`src/hdl/flash_err_pkg.sv`:
```
// Constants for the host-side flash error status controller.
// Assumes a parallel x16 NOR device strobed by its write and output enables.
package flash_err_pkg;
    localparam int CLK_NS = 4;
    // Strobe width of one bus cycle; a plain default, tune per device grade
    localparam int STROBE_NS = 40;
    localparam int STROBE_CYC = (STROBE_NS + CLK_NS - 1) / CLK_NS;
    // Two flip-flops of input synchronisation lengthen every read strobe
    localparam int SYNC_CYC = 2;
    localparam int PROT_BUSY_MIN_US = 20;
    localparam int PROT_BUSY_MAX_US = 100;
    localparam int PROT_BUSY_MAX_CYC = PROT_BUSY_MAX_US * 1000 / CLK_NS;

    localparam logic [15:0] CMD_SR_READ = 16'h0070;
    localparam logic [15:0] CMD_SR_CLEAR = 16'h0071;
    localparam logic [15:0] CMD_UNLOCK1 = 16'h00aa;
    localparam logic [15:0] CMD_UNLOCK2 = 16'h0055;
    localparam logic [15:0] CMD_ABORT_RESET = 16'h00f0;
    localparam logic [11:0] ADDR_UNLOCK1 = 12'h555;
    localparam logic [11:0] ADDR_UNLOCK2 = 12'h2aa;

    // status_reg fields
    localparam int SR_VALID = 7;
    localparam int SR_SUSP = 6;
    localparam int SR_ERASE_ERR = 5;
    localparam int SR_PROG_ERR = 4;
    localparam int SR_ABORT = 3;
    localparam int SR_PROT = 1;
    // Polling word fields
    localparam int POLL_ERASE_TIMER = 3;
    localparam int POLL_TOGGLE_B = 2;
    localparam int POLL_ABORT = 1;
endpackage : flash_err_pkg

```
`src/hdl/flash_bus_cycle.sv`:
```
// Single read or write cycle on the flash parallel pins.
// Assumes one request at a time; data pins are sampled through two flops.
`timescale 1ns/1ns
module flash_bus_cycle
    import flash_err_pkg::*;
#(
    parameter int ADDR_W = 22,
    parameter int DATA_W = 16
) (
    input wire logic clk,
    input wire logic rst,
    input wire logic req,
    input wire logic wr,
    input wire logic [ADDR_W-1:0] addr,
    input wire logic [DATA_W-1:0] wdata,
    output logic ack,
    output logic [DATA_W-1:0] rdata,
    output logic [ADDR_W-1:0] fl_addr,
    input wire logic [DATA_W-1:0] fl_dq_in,
    output logic [DATA_W-1:0] fl_dq_out,
    output logic fl_dq_oe_n,
    output logic fl_ce_n,
    output logic fl_oe_n,
    output logic fl_we_n
);
    typedef enum {B_IDLE, B_SETUP, B_STROBE, B_HOLD} bus_state_t;
    bus_state_t state;
    logic is_wr;
    logic [7:0] cnt;
    logic [7:0] last;
    logic [DATA_W-1:0] dq_meta;
    logic [DATA_W-1:0] dq_sync;
    logic [7:0] we_low_cnt;

    if (STROBE_CYC + SYNC_CYC > 255 || STROBE_CYC < 1) begin : g_chk
        $error("strobe length does not fit the cycle counter");
    end

    assign last = is_wr ? 8'(STROBE_CYC - 1) : 8'(STROBE_CYC + SYNC_CYC - 1);

    always_ff @(posedge clk) begin
        dq_meta <= fl_dq_in;
        dq_sync <= dq_meta;
    end

    always_ff @(posedge clk) begin
        if (rst) begin
            state <= B_IDLE;
            is_wr <= 1'b0;
            cnt <= 8'h00;
            ack <= 1'b0;
            rdata <= '0;
            fl_addr <= '0;
            fl_dq_out <= '0;
            fl_dq_oe_n <= 1'b1;
            fl_ce_n <= 1'b1;
            fl_oe_n <= 1'b1;
            fl_we_n <= 1'b1;
        end else begin
            ack <= 1'b0;
            case (state)
                B_IDLE: begin
                    if (req) begin
                        is_wr <= wr;
                        fl_addr <= addr;
                        fl_dq_out <= wdata;
                        fl_dq_oe_n <= ~wr;
                        fl_ce_n <= 1'b0;
                        state <= B_SETUP;
                    end
                end
                B_SETUP: begin
                    cnt <= 8'h00;
                    fl_we_n <= ~is_wr;
                    fl_oe_n <= is_wr;
                    state <= B_STROBE;
                end
                B_STROBE: begin
                    if (cnt == last) begin
                        fl_we_n <= 1'b1;
                        fl_oe_n <= 1'b1;
                        if (!is_wr) begin
                            rdata <= dq_sync;
                        end
                        state <= B_HOLD;
                    end else begin
                        cnt <= cnt + 8'h01;
                    end
                end
                B_HOLD: begin
                    fl_ce_n <= 1'b1;
                    fl_dq_oe_n <= 1'b1;
                    ack <= 1'b1;
                    state <= B_IDLE;
                end
                default: state <= B_IDLE;
            endcase
        end
    end

    // Cycles the write strobe has stood low; saturates, never wraps
    always_ff @(posedge clk) begin
        if (rst || fl_we_n) begin
            we_low_cnt <= 8'h00;
        end else if (we_low_cnt != 8'hff) begin
            we_low_cnt <= we_low_cnt + 8'h01;
        end
    end

    // Device latches on the write strobe; it must stand the full width
    property p_we_width;
        @(posedge clk) disable iff (rst)
        $rose(fl_we_n) |-> we_low_cnt == 8'(STROBE_CYC);
    endproperty
    a_we_width: assert property (p_we_width)
        else $error("write strobe width differs from strobe length");
    property p_ack_pulse;
        @(posedge clk) disable iff (rst)
        ack |=> !ack && fl_ce_n;
    endproperty
    a_ack_pulse: assert property (p_ack_pulse)
        else $error("bus ack not a single pulse with chip enable high");
endmodule : flash_bus_cycle

```
`src/hdl/flash_err_host.sv`:
```
// Host controller that checks flash error status and clears an abort error.
// Assumes START follows a program or erase already issued to the device.
`timescale 1ns/1ns
module flash_err_host
    import flash_err_pkg::*;
#(
    parameter int ADDR_W = 22,
    parameter int WAIT_LIMIT = flash_err_pkg::PROT_BUSY_MAX_CYC
) (
    input wire logic SYS_CLK,
    input wire logic RST,
    input wire logic START,
    input wire logic [ADDR_W-1:0] LAST_ADDR,
    input wire logic CLEAR_USE_SR_CLEAR,
    output logic BUSY,
    output logic DONE,
    output logic [7:0] STATUS,
    output logic [15:0] POLL_WORD,
    output logic ERR_PROT,
    output logic ERR_ABORT,
    output logic TIMEOUT,
    output logic [ADDR_W-1:0] FL_ADDR,
    input wire logic [15:0] FL_DQ_IN,
    output logic [15:0] FL_DQ_OUT,
    output logic FL_DQ_OE_N,
    output logic FL_CE_N,
    output logic FL_OE_N,
    output logic FL_WE_N,
    input wire logic READY_BUSY
);
    typedef enum {H_IDLE, H_SR_CMD, H_SR_RD, H_EVAL, H_POLL_RD, H_CLR,
                  H_RB_WAIT, H_END} host_state_t;
    host_state_t state;
    logic pending;
    logic bus_req;
    logic bus_wr;
    logic [ADDR_W-1:0] bus_addr;
    logic [15:0] bus_wdata;
    logic bus_ack;
    logic [15:0] bus_rdata;
    logic [1:0] clr_step;
    logic [1:0] clr_last;
    logic rb_meta;
    logic rb_sync;
    logic timer_clr;
    logic [31:0] wait_cnt;
    logic timed_out;
    logic [15:0] poll_mask;

    if (ADDR_W < 12 || WAIT_LIMIT < 1) begin : g_chk
        $error("address too narrow for unlock cycles or zero wait limit");
    end

    flash_bus_cycle #(.ADDR_W(ADDR_W), .DATA_W(16)) u_bus (
        .clk(SYS_CLK),
        .rst(RST),
        .req(bus_req),
        .wr(bus_wr),
        .addr(bus_addr),
        .wdata(bus_wdata),
        .ack(bus_ack),
        .rdata(bus_rdata),
        .fl_addr(FL_ADDR),
        .fl_dq_in(FL_DQ_IN),
        .fl_dq_out(FL_DQ_OUT),
        .fl_dq_oe_n(FL_DQ_OE_N),
        .fl_ce_n(FL_CE_N),
        .fl_oe_n(FL_OE_N),
        .fl_we_n(FL_WE_N)
    );

    always_ff @(posedge SYS_CLK) begin
        rb_meta <= READY_BUSY;
        rb_sync <= rb_meta;
    end

    // One window covers the longest protection busy time
    assign timed_out = wait_cnt >= 32'(WAIT_LIMIT);
    always_ff @(posedge SYS_CLK) begin
        if (RST || timer_clr || state == H_IDLE) begin
            wait_cnt <= 32'h0;
        end else if (!timed_out) begin
            wait_cnt <= wait_cnt + 32'h1;
        end
    end

    // Erase timer and toggle b carry nothing without a suspended erase
    always_comb begin
        poll_mask = 16'hffff;
        if (!STATUS[SR_SUSP]) begin
            poll_mask[POLL_ERASE_TIMER] = 1'b0;
            poll_mask[POLL_TOGGLE_B] = 1'b0;
        end
    end

    assign clr_last = CLEAR_USE_SR_CLEAR ? 2'd0 : 2'd2;

    always_ff @(posedge SYS_CLK) begin
        if (RST) begin
            state <= H_IDLE;
            pending <= 1'b0;
            bus_req <= 1'b0;
            bus_wr <= 1'b0;
            bus_addr <= '0;
            bus_wdata <= 16'h0000;
            clr_step <= 2'd0;
            timer_clr <= 1'b0;
            BUSY <= 1'b0;
            DONE <= 1'b0;
            STATUS <= 8'h00;
            POLL_WORD <= 16'h0000;
            ERR_PROT <= 1'b0;
            ERR_ABORT <= 1'b0;
            TIMEOUT <= 1'b0;
        end else begin
            bus_req <= 1'b0;
            DONE <= 1'b0;
            timer_clr <= 1'b0;
            case (state)
                H_IDLE: begin
                    if (START) begin
                        BUSY <= 1'b1;
                        ERR_PROT <= 1'b0;
                        ERR_ABORT <= 1'b0;
                        TIMEOUT <= 1'b0;
                        state <= H_SR_CMD;
                    end
                end
                H_SR_CMD: begin
                    // Only the status read may go out while busy
                    if (!pending) begin
                        bus_req <= 1'b1;
                        bus_wr <= 1'b1;
                        bus_addr <= ADDR_W'(ADDR_UNLOCK1);
                        bus_wdata <= CMD_SR_READ;
                        pending <= 1'b1;
                    end else if (bus_ack) begin
                        pending <= 1'b0;
                        state <= H_SR_RD;
                    end
                end
                H_SR_RD: begin
                    if (!pending) begin
                        bus_req <= 1'b1;
                        bus_wr <= 1'b0;
                        pending <= 1'b1;
                    end else if (bus_ack) begin
                        pending <= 1'b0;
                        STATUS <= bus_rdata[7:0];
                        state <= H_EVAL;
                    end
                end
                H_EVAL: begin
                    if (!STATUS[SR_VALID]) begin
                        // Not ready: keep polling, bounded by the window
                        if (timed_out) begin
                            TIMEOUT <= 1'b1;
                            state <= H_END;
                        end else begin
                            state <= H_SR_CMD;
                        end
                    end else if (STATUS[SR_ABORT]) begin
                        ERR_ABORT <= 1'b1;
                        state <= H_POLL_RD;
                    end else begin
                        ERR_PROT <= STATUS[SR_PROT];
                        timer_clr <= 1'b1;
                        state <= H_RB_WAIT;
                    end
                end
                H_POLL_RD: begin
                    // Status read leaves the abort overlay in place
                    if (!pending) begin
                        bus_req <= 1'b1;
                        bus_wr <= 1'b0;
                        bus_addr <= LAST_ADDR;
                        pending <= 1'b1;
                    end else if (bus_ack) begin
                        pending <= 1'b0;
                        POLL_WORD <= bus_rdata & poll_mask;
                        clr_step <= 2'd0;
                        state <= H_CLR;
                    end
                end
                H_CLR: begin
                    if (!pending) begin
                        bus_req <= 1'b1;
                        bus_wr <= 1'b1;
                        pending <= 1'b1;
                        if (CLEAR_USE_SR_CLEAR) begin
                            bus_addr <= ADDR_W'(ADDR_UNLOCK1);
                            bus_wdata <= CMD_SR_CLEAR;
                        end else begin
                            case (clr_step)
                                2'd0: begin
                                    bus_addr <= ADDR_W'(ADDR_UNLOCK1);
                                    bus_wdata <= CMD_UNLOCK1;
                                end
                                2'd1: begin
                                    bus_addr <= ADDR_W'(ADDR_UNLOCK2);
                                    bus_wdata <= CMD_UNLOCK2;
                                end
                                default: begin
                                    bus_addr <= ADDR_W'(ADDR_UNLOCK1);
                                    bus_wdata <= CMD_ABORT_RESET;
                                end
                            endcase
                        end
                    end else if (bus_ack) begin
                        pending <= 1'b0;
                        if (clr_step == clr_last) begin
                            timer_clr <= 1'b1;
                            state <= H_RB_WAIT;
                        end else begin
                            clr_step <= clr_step + 2'd1;
                        end
                    end
                end
                H_RB_WAIT: begin
                    if (rb_sync) begin
                        state <= H_END;
                    end else if (timed_out) begin
                        TIMEOUT <= 1'b1;
                        state <= H_END;
                    end
                end
                H_END: begin
                    BUSY <= 1'b0;
                    DONE <= 1'b1;
                    state <= H_IDLE;
                end
                default: state <= H_IDLE;
            endcase
        end
    end

    property p_busy_sr_only;
        @(posedge SYS_CLK) disable iff (RST)
        (bus_req && bus_wr && state == H_SR_CMD) |-> bus_wdata == CMD_SR_READ;
    endproperty
    a_busy_sr_only: assert property (p_busy_sr_only)
        else $error("command other than status read while busy");

    property p_clear_cmd;
        @(posedge SYS_CLK) disable iff (RST)
        (bus_req && state == H_CLR && clr_step == clr_last) |->
            bus_wdata == (CLEAR_USE_SR_CLEAR ? CMD_SR_CLEAR : CMD_ABORT_RESET);
    endproperty
    a_clear_cmd: assert property (p_clear_cmd)
        else $error("abort cleared with wrong command");

    property p_abort_cleared;
        @(posedge SYS_CLK) disable iff (RST)
        (DONE && ERR_ABORT && !TIMEOUT) |-> $past(state, 2) == H_RB_WAIT;
    endproperty
    a_abort_cleared: assert property (p_abort_cleared)
        else $error("abort finished without clear and ready wait");

    property p_mask_timer;
        @(posedge SYS_CLK) disable iff (RST)
        (DONE && ERR_ABORT && !STATUS[SR_SUSP]) |-> !POLL_WORD[POLL_ERASE_TIMER];
    endproperty
    a_mask_timer: assert property (p_mask_timer)
        else $error("erase timer bit not masked");

    property p_mask_toggle;
        @(posedge SYS_CLK) disable iff (RST)
        (DONE && ERR_ABORT && !STATUS[SR_SUSP]) |-> !POLL_WORD[POLL_TOGGLE_B];
    endproperty
    a_mask_toggle: assert property (p_mask_toggle)
        else $error("toggle b not masked");

    property p_done_after_busy;
        @(posedge SYS_CLK) disable iff (RST)
        DONE |-> !BUSY ##1 !DONE;
    endproperty
    a_done_after_busy: assert property (p_done_after_busy)
        else $error("done not a single pulse after busy drops");

    c_abort: cover property (@(posedge SYS_CLK) DONE && ERR_ABORT);
    c_prot: cover property (@(posedge SYS_CLK) DONE && ERR_PROT);
    c_timeout: cover property (@(posedge SYS_CLK) DONE && TIMEOUT);
    c_sr_clear: cover property (@(posedge SYS_CLK)
        DONE && ERR_ABORT && CLEAR_USE_SR_CLEAR);
endmodule : flash_err_host

```
`config.mk`:
```
export PLATFORM = sky130hd
export DESIGN_NAME = flash_err_host
export DESIGN_NICKNAME = d
export VERILOG_FILES = /design/src/hdl/flash_err_pkg.sv /design/src/hdl/flash_bus_cycle.sv /design/src/hdl/flash_err_host.sv
export SDC_FILE = /design/constraint.sdc
export NUM_CORES = 1
export LEC_CHECK = 0
export BUFFER_PORTS_ARGS = -buffer_cell sky130_fd_sc_hd__buf_2
export CORE_UTILIZATION = 55
export CTS_CLUSTER_SIZE = 20
export DETAILED_ROUTE_END_ITERATION = 16
export PLACE_DENSITY_LB_ADDON = 0.1
export SETUP_SLACK_MARGIN = 0.5
export SLEW_MARGIN = 10
export SYNTH_ARGS = -nofsm -noshare
export SYNTH_HDL_FRONTEND = slang
export SYNTH_SLANG_ARGS = --single-unit
```
`constraint.sdc`:
```
create_clock -name SYS_CLK -period 2 [get_ports SYS_CLK]
set_input_delay 0 -clock SYS_CLK [delete_from_list [all_inputs] [get_ports SYS_CLK]]
set_output_delay 0 -clock SYS_CLK [all_outputs]
set_load 0.03 [all_outputs]
```
; After elaboration in Yosys (flattened, before gate mapping)
; Cells that the tools add are included.
[totals]
reg_bits = 271
input_bits = 43
output_inout_bits = 71
[classes]
addsub = 3
n_lt_le_gt_ge = 1
n_eq_ne = 38
n_mux = 75
bitwise = 4
reduce_logical = 36
[ops]
columns = operator, count
row1 = 32-bit two-way mux, 15
row2 = 32-bit one-hot mux with 7 select lines, 1
row3 = "32-bit by 2-bit == test with 1-bit output, second input constant", 4
row4 = "32-bit by 3-bit == test with 1-bit output, second input constant", 4
row5 = 32-bit logical NOT, 3
row6 = 32-bit one-hot mux with 3 select lines, 1
row7 = 22-bit two-way mux, 3
row8 = 22-bit one-hot mux with 3 select lines, 1
row9 = "32-bit by 1-bit == test with 1-bit output, second input constant", 2
row10 = "2-bit != test, second input constant", 19
row11 = "32-bit by 1-bit adder with 32-bit output, second input constant", 1
row12 = "32-bit by 15-bit greater-or-equal comparator with 1-bit output, second input constant", 1
row13 = 16-bit two-way mux, 2
row14 = 16-bit one-hot mux with 2 select lines, 1
row15 = 8-bit one-hot mux with 2 select lines, 2
row16 = 1-bit two-way mux, 24
row17 = 11-bit two-way mux, 2
row18 = 2-bit two-way mux, 9
row19 = 1-bit one-hot mux with 2 select lines, 9
row20 = 16-bit AND, 1
row21 = 8-bit two-way mux, 2
row22 = 4-bit AND reduction, 4
row23 = 3-bit AND reduction, 5
row24 = 2-bit nonzero test, 7
row25 = 19 further kinds, 34

; Longest topological paths before layout
[logic_depth]
depth_word = 6
depth_mapped = 9
ltp_nobuf = 7

; Cells and area by module
; From an unflattened synthesis, not the netlist that was laid out.
[unflattened]
hier_cells = 809
hier_area_um2 = 7348.3
[by_module_without_submodules]
columns = mod, n_inst, cells_each, area_each_um2, seq_area_each_um2
row1 = flash_err_host, 1, 460, 3996.3, 2001.9
row2 = flash_bus_cycle, 1, 349, 3352.0, 2042.0

; Worst setup path after synthesis
; No wires, ideal clock.
[synth_timing]
kind = register to register
from = register wait_cnt[31]
to = register wait_cnt[6]
setup_ns = 0.059
t_arrival_ns = 1.716
setup_slack_ns = 0.225
stages_incl_launch_ff = 7
n_path_buf = 1
synth_period_minus_slack_ns = 1.775
cell_sequence = dfxtp_1 > nor4_2 > nand4_2 > a211o_1 > buf_6 > or4_1 > nand2_1
[synth_between]
elab_chain_cells = 1
[synth_rtl]
columns = element, line_no
row1 = start: declaration, flash_err_host.sv:46  ; logic [31:0] wait_cnt;
row2 = start signal: assignment, flash_err_host.sv:83  ; wait_cnt <= wait_cnt + 32'h1;
row3 = 32-bit by 15-bit greater-or-equal comparator with 1-bit output, flash_err_host.sv:78  ; assign timed_out = wait_cnt >= 32'(WAIT_LIMIT);
; Every way passes these cells.
; A chain may end at the register's enable or synchronous reset.

; Worst setup path in the final report
[layout_timing]
from = register wait_cnt[24]
to = register wait_cnt[5]
; The elaborated chain is that of the path after synthesis.

==> summary.txt <==
Timing
  – Min cycle time layout: 1.80 ns
  – Unrepaired setup endpoints after global routing: true
  – Max-slew headroom: 59.8%
  – Worst Tran Pin Value: 0.603 ns
  – Max frequency: 0.557 GHz
  – Final total negative setup slack: 0 ns
  – Max-slew violation total from the final report: 0
  – Endpoints failing setup: 0
  – Final critical-path share of the clock period: 89.8%
  – Clk_skew: 0.00688 ns
  – Final Hold Fails: 0

Worst setup path
  – Reg2Reg Capture Point: wait_cnt[5]$_SDFFE_PP0N_
  – Endpoint kind of the worst setup timing path: register
  – Crit path required time: 2.32 ns
  – Data arrival time of the worst path: 2.11 ns
  – Maximum net fanout on the critical path: 7
  – Worst R2R Path Depth: 6
  – Startpoint kind of the worst setup timing path: register
  – Internal reg-to-reg setup slack: 0.20 ns
  – Reg2Reg Launch Point: wait_cnt[24]$_SDFFE_PP0N_
  – Crit Path Category: register to register

Logic synthesis
  – Area contributors post-synth: dfxtp_1 55%, nand2_1 8.1%, a21oi_1 6.2%
  – Number of flops mapped to enable cells by yosys: 0
  – Sequential area share after synthesis: 54.8%
  – Number of instances in the synthesized netlist: 790
  – Top cell type's share of synthesized area: 54.8%
  – Synthesized cell area: 0.00701 mm2
  – Dominant cell type by area after synthesis: dfxtp_1
  – Share of flip-flops with an asynchronous set or reset: 0%
  – Mean cell area of the mapped netlist: 8.87 um2
  – Post-synth cell types: 55
  – Number of storage elements in the synthesis netlist: 192
  – Primary FF master, synth: dfxtp_1
  – Total of warnings raised by yosys: 0

Floorplan
  – Die extent in x: 115 um
  – Die extent in y: 115 um
  – Die Footprint: 0.0132 mm2
  – Number of rows created at floorplan: 40
  – Floorplan core area: 0.0122 mm2
  – Initial Util: 57.4%
  – I/O pin count: 114

Drt
  – Total vias in the final route: 6129
  – DRT Wirelength: 17600 um
  – Post-detailed-route DRC marker count: 0
  – Drt wl/cell: 15.4 um
  – Highest routed metal layer: met4
  – Met1 Routed Length: 7310 um
  – Via density per instance: 5.38
  – Detailed-routed wire length on met3: 921 um
  – Drt first pass iters: 5
  – Residual antenna-violating net count after detailed routing: 0
  – Met2 Routed Length: 8970 um
  – Number of violations reported at the end of detailed-routing iteration 0: 448

Layout
  – Antenna cells: 0
  – Area of all placed cells without fillers: 0.00952 mm2
  – Filler cell count in the final layout: 822
  – Final net count: 1012
  – Number of standard cells in the layout, taps in and fillers out: 1140
  – Area growth syn-to-layout: 35.9%
  – Fraction of layout cells with a size suffix above 1: 29.8%

Placed design
  – Post-DP Area: 0.00772 mm2
  – Final RePlAce weighted congestion: 0.832
  – Inst Count DP: 1033
  – # port buffers: 105
  – HPWL after DPL: 9780 um

Pwr
  – Highest ir drop seen on vdd: 0.000779 V
  – Power per cell area: 988 mW/mm2
  – Leakage power total: 0.00383 uW

Min path
  – Min-delay worst type: input port to register
  – Endpoint, Worst Hold: u_bus.dq_meta[5]$_DFF_P_
  – Hold Path Origin: FL_DQ_IN[5]
  – Number of cells on the worst hold path: 2

Global routing
  – Overall Global Routing Usage: 25.4%
  – Residual overflow from global routing: 0
  – Number of antenna violations at the first check in global routing: 0
  – Vias in the first global route: 5715
  – Pin count of the biggest net entering global routing: 127
  – Wire length of the first global-routing pass: 26500 um

Job
  – Number of max-capacitance violations reported: 0

CTS
  – Number of sinks on the clock net: 192
  – Buffers from clock root to sink, at most: 2
  – Number of buffers created by CTS: 17
  – Clock tree from TritonCTS: built
  – Clock latency of the later-clocked register in the worst-skew pair: 0.43 ns
  – Cell at the root of the clock tree: clkbuf_16
  – Htree depth: 4
  – Clk slew on worst S/H paths: 0.07 ns

Outcome
  – Outcome: complete, no violations
-- sequential cells by signal, indices dropped and copies added, names as in the netlist, 2 cells and up --
signal and count:
u_bus.state 2, u_bus.rdata 16, wait_cnt 32, u_bus.fl_dq_out 6
u_bus.fl_addr 22, POLL_WORD 16, STATUS 8, bus_addr 22
state 3, clr_step 2, u_bus.dq_meta 16, bus_wdata 6
u_bus.dq_sync 16, u_bus.cnt 8
-- worst max-delay path by stage --
stage | from | to | slack (ns) | cells past startpoint
floorplan | wait_cnt[23]$_SDFFE_PP0N_ | wait_cnt[9]$_SDFFE_PP0N_ | 0.24 | 5
global placement | wait_cnt[23]$_SDFFE_PP0N_ | wait_cnt[8]$_SDFFE_PP0N_ | 0.15 | 5
detailed placement | wait_cnt[7]$_SDFFE_PP0N_ | TIMEOUT$_SDFFE_PP0P_ | 0.04 | 5
CTS | wait_cnt[31]$_SDFFE_PP0N_ | wait_cnt[0]$_SDFFE_PP0N_ | 0.29 | 7
global route | wait_cnt[1]$_SDFFE_PP0N_ | wait_cnt[12]$_SDFFE_PP0N_ | 0.16 | 5
finish | wait_cnt[24]$_SDFFE_PP0N_ | wait_cnt[5]$_SDFFE_PP0N_ | 0.20 | 6
-- worst max-delay path, cell delays in order, from the launching register on --
cell	delay, ns
dfxtp_2	0.34
nor4_4	0.33
nand4_4	0.22
buf_4	0.22
a2111oi_4	0.31
xnor2_1	0.18
nor2_1	0.08
-- cells by family after synthesis --
logic type	Yosys count	synth area share [%]
AO/OA/AOI/OAI	166	14.3
XOR/XNOR	11	1.37
adder cells (fa/ha/maj)	10	1.79
buffers and inverters	67	4.34
flip-flops	192	54.8
multiplexers	12	1.71
other	1	0.0535
AND/OR/NAND/NOR	331	21.6
-- repair_timing --
action,4_1_cts,5_1_grt
pin swaps,18,49
endpoints found under the hold margin,42,0
resized for setup,43,103
endpoints found under the setup margin,86,129
cloned,1,4
setup buffers,15,13
hold buffers,42,0
-- layer usage --
metal  up-vias  track usage [%]
met1      2885             30.2
met5         -                0
met3        34             7.12
met4         0             9.87
met2       203             43.5
li1       3007                -
-- Yosys cell counts, types with 3 or more instances --
cell type,n
nor3b_1,3
xnor2_1,10
a21oi_1,87
inv_1,12
mux2i_1,12
nor4_1,4
nand2_1,151
o21ai_0,18
and3_1,6
nand3_1,13
buf_4,10
nand3b_1,3
nand2b_1,7
clkbuf_1,37
buf_2,6
or3_1,4
dfxtp_1,192
ha_1,10
a22oi_1,15
nor2b_1,5
nor3_1,19
and2_1,19
a211oi_1,15
nand4_1,7
a31oi_1,6
nor2_1,79
a2111oi_0,5
-- layout by cell type, fill, tap and decap left out, types with 8 or more instances in the layout --
cell type	n
buf_2	105
inv_1	10
mux2i_1	12
xnor2_1	10
nor2_1	73
a21oi_2	17
a211oi_1	13
clkbuf_16	17
a22oi_1	15
dfxtp_2	14
nand2_2	13
nor3_1	9
dfxtp_1	175
a21oi_1	70
o21ai_0	15
buf_4	31
nand3_1	12
conb_1	8
dlygate4sd3_1	42
nand2_1	131
buf_6	11
and2_1	17
-- layout make-up --
class	instances	area, um2	share of cell area, %
Clock buffer	20	447	4.69
Clock inverter	12	124	1.30
Inverter	13	51.3	0.539
Multi-Input combinational cell	540	3410	35.8
Sequential cell	192	3870	40.7
Tap cell	168	210	2.21
Timing Repair Buffer	195	1410	14.8
-- power breakdown --
group          total [uW]  switching [uW]  internal (uW)
clock network        3270            1490           1780
registers            4290             209           4080
logic                1850            1100            753
total                9410            2800           6620
-- metrics by stage --
step / power, uW / setup WS [ns] / util (%) / hold slack, ns
2_1_floorplan: 5390 / 0.240 / - / 0.0277
5_1_grt: 9830 / 0.160 / 78.0 / 0.191
6_report: 9410 / 0.204 / 78.0 / 0.200
3_5_place_dp: 5770 / 0.0429 / 63.2 / 0.104
3_3_place_gp: 5710 / 0.151 / 63.2 / 0.103
4_1_cts: 9180 / 0.287 / 74.0 / 0.186
Power figures use the tool's default switching activity.
